### config.mk
export PLATFORM = sky130hd
export DESIGN_NAME = cse_exec
export DESIGN_NICKNAME = d
export VERILOG_FILES = /design/src/core/cse_pkg.sv /design/src/core/cse_cmp_if.sv /design/src/core/cse_cmp_alu.sv /design/src/core/cse_exec.sv
export SDC_FILE = /design/constraint.sdc
export NUM_CORES = 1
export LEC_CHECK = 0
export BUFFER_PORTS_ARGS = -buffer_cell sky130_fd_sc_hd__buf_2
export CAP_MARGIN = 10
export CORE_MARGIN = 2
export CORE_UTILIZATION = 38
export DETAILED_ROUTE_END_ITERATION = 7
export SYNTH_ARGS = -nofsm -noshare
export SYNTH_HDL_FRONTEND = slang
export SYNTH_SLANG_ARGS = --single-unit
### constraint.sdc
create_clock -name mclk -period 5.1 [get_ports mclk]
set_input_delay 1.02 -clock mclk [delete_from_list [all_inputs] [get_ports mclk]]
set_output_delay 1.02 -clock mclk [all_outputs]
set_load 0.05 [all_outputs]
### src/core/cse_pkg.sv
/*
  shared constants and types of the compare and skip execution block.
  assumes one core clock and a synchronous active high reset.
*/
package cse_pkg;
  // ****************************************
  // widths and flag positions
  // ****************************************
  localparam int DATA_W = 8;
  localparam int SEL_W = 3;
  localparam int FLAG_W = 5;
  localparam int FLAG_C = 0;
  localparam int FLAG_Z = 1;
  localparam int FLAG_N = 2;
  localparam int FLAG_V = 3;
  localparam int FLAG_H = 4;
  localparam int HALF_BIT = 3;
  localparam int SIGN_BIT = 7;

  // ****************************************
  // program counter steps in words
  // ****************************************
  localparam logic [1:0] PC_STEP_NEXT = 2'h1;
  localparam logic [1:0] PC_STEP_SKIP1 = 2'h2;
  localparam logic [1:0] PC_STEP_SKIP2 = 2'h3;

  // ****************************************
  // instruction group
  // ****************************************
  typedef enum logic [2:0] {
    OP_COMPARE = 3'h0,
    OP_COMPARE_CARRY = 3'h1,
    OP_COMPARE_IMMEDIATE = 3'h2,
    OP_SKIP_REG_BIT_CLEAR = 3'h3,
    OP_SKIP_REG_BIT_SET = 3'h4,
    OP_SKIP_IO_BIT_CLEAR = 3'h5,
    OP_SKIP_IO_BIT_SET = 3'h6
  } cse_op_t;

  // gray along idle -> mid -> last
  typedef enum logic [1:0] {
    ST_IDLE = 2'h0,
    ST_SKIP_MID = 2'h1,
    ST_SKIP_LAST = 2'h3
  } cse_state_t;

  typedef struct packed {
    cse_state_t st;
    logic ready;
    logic done;
    logic flag_we;
    logic [FLAG_W-1:0] flags;
    logic [1:0] pc_step;
    logic two_word;
  } cse_regs_t;

  localparam cse_regs_t CSE_RST = '{
    st: ST_IDLE, ready: 1'b1, done: 1'b0, flag_we: 1'b0,
    flags: 5'h00, pc_step: 2'h1, two_word: 1'b0};
endpackage : cse_pkg

### src/core/cse_cmp_if.sv
/*
  carrier between the execution control and the compare subtractor.
  assumes both ends sit on the same core clock.
*/
interface cse_cmp_if;
  logic [cse_pkg::DATA_W-1:0] minuend;
  logic [cse_pkg::DATA_W-1:0] subtrahend;
  logic borrow_in;
  logic zero_in;
  logic [cse_pkg::FLAG_W-1:0] flags;

  modport ctl (output minuend, output subtrahend, output borrow_in, output zero_in,
    input flags);
  modport alu (input minuend, input subtrahend, input borrow_in, input zero_in,
    output flags);
endinterface : cse_cmp_if

### src/core/cse_cmp_alu.sv
/*
  compare subtractor: flags of minuend - subtrahend - borrow.
  assumes the difference itself is wanted by nobody.
*/
module cse_cmp_alu (
  // operands and flags
  cse_cmp_if.alu cmp
);
  logic [cse_pkg::DATA_W-1:0] diff;
  logic [cse_pkg::DATA_W-1:0] a;
  logic [cse_pkg::DATA_W-1:0] b;
  logic [cse_pkg::DATA_W-1:0] borrows;

  assign a = cmp.minuend;
  assign b = cmp.subtrahend;
  // difference only feeds the flags, never a register
  assign diff = cmp.minuend - cmp.subtrahend - {7'h00, cmp.borrow_in};
  assign borrows = (~a & b) | (b & diff) | (diff & ~a);

  always_comb begin
    cmp.flags = '0;
    cmp.flags[cse_pkg::FLAG_C] = borrows[cse_pkg::SIGN_BIT];
    cmp.flags[cse_pkg::FLAG_H] = borrows[cse_pkg::HALF_BIT];
    cmp.flags[cse_pkg::FLAG_N] = diff[cse_pkg::SIGN_BIT];
    cmp.flags[cse_pkg::FLAG_V] =
      (a[cse_pkg::SIGN_BIT] & ~b[cse_pkg::SIGN_BIT] & ~diff[cse_pkg::SIGN_BIT]) |
      (~a[cse_pkg::SIGN_BIT] & b[cse_pkg::SIGN_BIT] & diff[cse_pkg::SIGN_BIT]);
    // with carry in, zero only stays set if it already was
    cmp.flags[cse_pkg::FLAG_Z] = (diff == 8'h00) & cmp.zero_in;
  end
endmodule // cse_cmp_alu

### src/core/cse_exec.sv
/*
  execution of the compare and bit-skip instruction group.
  assumes operands, io byte and status flags come from same-clock core logic,
  and that the fetch unit tells whether the next instruction is two words.
*/
module cse_exec (
  // clock and reset
  input wire logic mclk,
  input wire logic rst,
  // instruction request
  input wire logic op_valid,
  input wire cse_pkg::cse_op_t op_code,
  output logic op_ready,
  // operands
  input wire logic [7:0] first_val,
  input wire logic [7:0] second_operand_register,
  input wire logic [7:0] imm_val,
  input wire logic [2:0] bit_sel,
  input wire logic [7:0] io_val,
  input wire logic next_two_word,
  // status flags in
  input wire logic carry_in,
  input wire logic zero_in,
  // results
  output logic done,
  output logic [1:0] pc_step,
  output logic flag_we,
  output logic [4:0] flags
);
  // ****************************************
  // decoding helpers
  // ****************************************
  function automatic logic is_compare(input cse_pkg::cse_op_t op);
    return op == cse_pkg::OP_COMPARE || op == cse_pkg::OP_COMPARE_CARRY ||
      op == cse_pkg::OP_COMPARE_IMMEDIATE;
  endfunction

  function automatic logic skip_taken(input cse_pkg::cse_op_t op, input logic [7:0] rv,
    input logic [7:0] iv, input logic [2:0] sel);
    logic hit;
    hit = 1'b0;
    unique case (op)
      cse_pkg::OP_SKIP_REG_BIT_CLEAR: hit = ~rv[sel];
      cse_pkg::OP_SKIP_REG_BIT_SET: hit = rv[sel];
      cse_pkg::OP_SKIP_IO_BIT_CLEAR: hit = ~iv[sel];
      cse_pkg::OP_SKIP_IO_BIT_SET: hit = iv[sel];
      default: hit = 1'b0;
    endcase
    return hit;
  endfunction

  // ****************************************
  // compare datapath
  // ****************************************
  cse_cmp_if cmp ();
  cse_pkg::cse_regs_t cur_ff;
  cse_pkg::cse_regs_t nxt_cur;
  logic take;
  logic hit;

  assign take = op_valid & cur_ff.ready;
  assign hit = skip_taken(op_code, second_operand_register, io_val, bit_sel);

  assign cmp.minuend = first_val;
  assign cmp.subtrahend = (op_code == cse_pkg::OP_COMPARE_IMMEDIATE) ?
    imm_val : second_operand_register;
  assign cmp.borrow_in = (op_code == cse_pkg::OP_COMPARE_CARRY) & carry_in;
  assign cmp.zero_in = (op_code == cse_pkg::OP_COMPARE_CARRY) ? zero_in : 1'b1;

  cse_cmp_alu u_alu (
    .cmp(cmp)
  );

  // ****************************************
  // sequencing
  // ****************************************
  always_comb begin
    nxt_cur = cur_ff;
    nxt_cur.done = 1'b0;
    nxt_cur.flag_we = 1'b0;
    unique case (cur_ff.st)
      cse_pkg::ST_IDLE: begin
        if (take) begin
          nxt_cur.done = 1'b1;
          nxt_cur.pc_step = cse_pkg::PC_STEP_NEXT;
          if (is_compare(op_code)) begin
            // single cycle, flags loaded, result dropped
            nxt_cur.flag_we = 1'b1;
            nxt_cur.flags = cmp.flags;
          end else if (hit) begin
            // skips never touch flags; extra cycles per skipped word
            nxt_cur.done = 1'b0;
            nxt_cur.ready = 1'b0;
            nxt_cur.two_word = next_two_word;
            nxt_cur.st = next_two_word ? cse_pkg::ST_SKIP_MID : cse_pkg::ST_SKIP_LAST;
          end
        end
      end
      cse_pkg::ST_SKIP_MID: begin
        nxt_cur.st = cse_pkg::ST_SKIP_LAST;
      end
      cse_pkg::ST_SKIP_LAST: begin
        nxt_cur.st = cse_pkg::ST_IDLE;
        nxt_cur.ready = 1'b1;
        nxt_cur.done = 1'b1;
        nxt_cur.pc_step = cur_ff.two_word ?
          cse_pkg::PC_STEP_SKIP2 : cse_pkg::PC_STEP_SKIP1;
      end
      default: begin
        // unused state code: recover to idle
        nxt_cur = cse_pkg::CSE_RST;
      end
    endcase
  end

  always_ff @(posedge mclk) begin
    if (rst) begin
      cur_ff <= cse_pkg::CSE_RST;
    end else begin
      cur_ff <= nxt_cur;
    end
  end

  assign op_ready = cur_ff.ready;
  assign done = cur_ff.done;
  assign pc_step = cur_ff.pc_step;
  assign flag_we = cur_ff.flag_we;
  assign flags = cur_ff.flags;

  logic take_reg_skip;
  logic take_io_skip;
  assign take_reg_skip = take && (op_code == cse_pkg::OP_SKIP_REG_BIT_CLEAR ||
    op_code == cse_pkg::OP_SKIP_REG_BIT_SET);
  assign take_io_skip = take && (op_code == cse_pkg::OP_SKIP_IO_BIT_CLEAR ||
    op_code == cse_pkg::OP_SKIP_IO_BIT_SET);
endmodule // cse_exec

==> flow_summary_export.csv <==
group,metric,value,unit
status,status,"completed",
routing,drtIter0Drc,60,
place,post-place-ws,806.0,ps
routing,drt-vias-per-instance,4.869,
global_route,grt_remaining_overflow,0,
final_layout,postLayoutCellArea,1842,um^2
clock_tree,cts.sinks,13,
hold_path,hp-class,"reg2reg",
place,dpl_cell_area,1795,um^2
sta,rsz0062_at_grt,"no",
routing,drc,0,
sta,fin_tns_setup,0,ps
clock_tree,path_clk_slew,60,ps
synthesis,syn-num-nets,249,
floorplan,dieWidth,67.38,um
worst_setup_path,cp_max_fo,10,
clock_tree,cts_resized,0,
synthesis,synth_xor_area_share,4.016,%
sta,whs,451.2,ps
synthesis,async_flop_share,0,%
sta,post-route-min-period,4040,ps
global_route,grt_util_met2,25.00,%
pwr,power.density,298.3,nW/um^2
floorplan,fp.coreArea,3943,um^2
clock_tree,cts_hold_buf,0,
synthesis,synth_seq_cells,13,
synthesis,ys_types,46,
global_route,top_usage_layer,"met2",
synthesis,synthCells,185,
synthesis,synth.area.mux_share,17.46,%
synthesis,synth_compound_area_share,12.05,%
global_route,grtUsageMet3,1.833,%
synthesis,synth-edff-count,0,
synthesis,synth_top_area_cell,"dfxtp_1",
worst_setup_path,cp-end-kind,"flip-flop",
synthesis,ys_warn_count,0,
pwr,ir_drop,0.08289,mV
floorplan,num_rows,23,
clock_tree,htree_num_levels,1,
synthesis,synth_top_area_share,17.05,%
synthesis,ys.flop_type,"dfxtp_1",
worst_setup_path,cp-start-kind,"input pin",
routing,finalWirelength,3388,um
sta,slew_headroom,68.77,%
sta,drv_slew,0,
job,drv_cap,0,
sta,skew,2.643,ps
global_route,grt_pass1_wl,5499,um
sta,worst_pin_slew,464.9,ps
synthesis,yosys.area_share.simple,22.05,%
place,dp_hpwl,2867,um
global_route,grt_pass1_vias,1253,
sta,finalWorstSetupSlack,1060,ps
final_layout,fin_util,46.72,%
global_route,antenna_found_initial,0,
global_route,grtUsageTotal,15.84,%
clock_tree,cts_root_buf,"clkbuf_8",
clock_tree,cts_tree,"done",
sta,fmax,247.5,MHz
final_layout,diodes,0,
synthesis,synth_top_family_by_area,"simple AND/OR/NAND/NOR gates",
clock_tree,clock_latency,250,ps
floorplan,ios,54,
routing,antenna_left,0,
clock_tree,cts_max_path_buffers,2,
synthesis,netlist_area,1526,um^2
synthesis,synth-seq-area-share,17.05,%
synthesis,postSynthAreaPerCell,8.251,um^2
routing,first_pass_iters,4,
routing,wl_per_cell,11.97,um
final_layout,area_delta_synth_final,20.66,%
pwr,leakage,0.9160,nW
sta,fin_crit_sh,79.21,%
worst_setup_path,required,5280,ps
final_layout,nNetsFinal,298,
synthesis,synth_adder_area_share,17.38,%
worst_setup_path,crit_type,"in2reg",
sta,setup_violations,0,
floorplan,dieArea,4540,um^2
place,gp_congestion,0.8233,
sta,finalHoldViolCount,0,
global_route,met1_usage,22.28,%
routing,vias,1378,
floorplan,die_y,67.38,um
clock_tree,cts_setup_buffers,0,
final_layout,drive_gt1_share,33.48,%
place,portBuffers,53,
synthesis,synth_area_leaders,"dfxtp_1 17%, ha_1 15%, mux2i_1 7.9%",
worst_setup_path,worstPathArrival,4220,ps
floorplan,initial_core_util,38.72,%
global_route,grt_max_degree,17,
clock_tree,tritoncts.num_buffers,3,
cell families after synthesis:
group,after synthesis
buffers and inverters,33
AOI/OAI and AO/OA,28
and+or+nand+nor,61
muxes,23
xor gates and xnor gates,7
DFF,13
adders and majority gates,20
layout by cell type, fill, tap and decap left out, types with 2 or more instances in the layout:
cell and n:
buf_2 53, inv_1 23, nand2_1 18, ha_1 18, dfxtp_1 13, mux2i_1 12, nor2_1 10, mux2_2 9
a21oi_1 8, nor3_1 5, nand2b_1 4, o21ai_0 4, xnor2_1 4, o21a_1 4, nor2b_1 3, xor2_1 3
nand4_1 3, o22ai_1 3, clkbuf_8 3, mux4_2 2, nor4_1 2, a21boi_0 2, or4_1 2, fa_1 2
through the flow:
stage,std cells,power (mW)
6_report,283,0.5493
5_1_grt,283,0.5983
4_1_cts,283,0.5550
3_5_place_dp,279,0.4589
3_3_place_gp,279,0.4591
2_1_floorplan,185,0.3922
where the power goes:
group	internal [mW]	switching, mW
Combinational	0.123	0.195
Sequential	0.123	0.0157
Clock	0.0540	0.0384
synthesized netlist by cell type, types with 3 or more instances:
library cell and count:
mux2i_1 12, nand2_1 18, o22ai_1 3, dfxtp_1 13, ha_1 18, nor2_1 10
mux2_2 9, o21a_1 4, nand4_1 3, xnor2_1 4, inv_1 23, nor2b_1 3
o21ai_0 4, nor3_1 5, a21oi_1 8, nand2b_1 4, xor2_1 3, buf_4 7
routing by layer:
| metal | vias to the layer above | part of all wire [%] |
|---|---|---|
| met2 | 32 | 45 |
| li1 | 737 | - |
| met5 | - | 0 |
| met4 | 0 | 1.4 |
| met1 | 604 | 49 |
| met3 | 5 | 3.8 |
state kept, by name, summed over array words and instances (netlist names):
name	count
done	1
flags	5
cur_ff	3
op_ready	1
pc_step	2
flag_we	1
critical path: stages:
cell and delay, ps:
buf_2 160, nor3b_2 160, buf_4 200, mux2_2 360
fa_1 430, fa_1 410, a21boi_0 250, nor2_1 90
xnor2_1 120, or4_1 480, or4_1 400, a21oi_1 140
cell type report:
| class | count | area, um^2 |
|---|---|---|
| Clock inverter | 1 | 5.005 |
| Timing Repair Buffer | 54 | 272.8 |
| Sequential cell | 13 | 260.3 |
| Fill cell | 414 | 2101 |
| Inverter | 23 | 86.33 |
| Clock buffer | 3 | 41.29 |
| Multi-Input combinational cell | 139 | 1114 |
| Tap cell | 50 | 62.56 |
final timing paths:
check	startpoint	to	slack (ps)	depth (start not counted)
worst min register to register	flags[2]$_SDFFE_PP0P_	flags[2]$_SDFFE_PP0P_	450	2
worst max-delay path	op_code[2]	flags[1]$_SDFFE_PP0P_	1060	12
worst max register to register	cur_ff[12]$_SDFFE_PP0P_	flags[1]$_SDFFE_PP0P_	2730	8
worst min-delay path	flags[2]$_SDFFE_PP0P_	flags[2]$_SDFFE_PP0P_	450	2
Note: power is estimated with default switching activity, not from simulation.
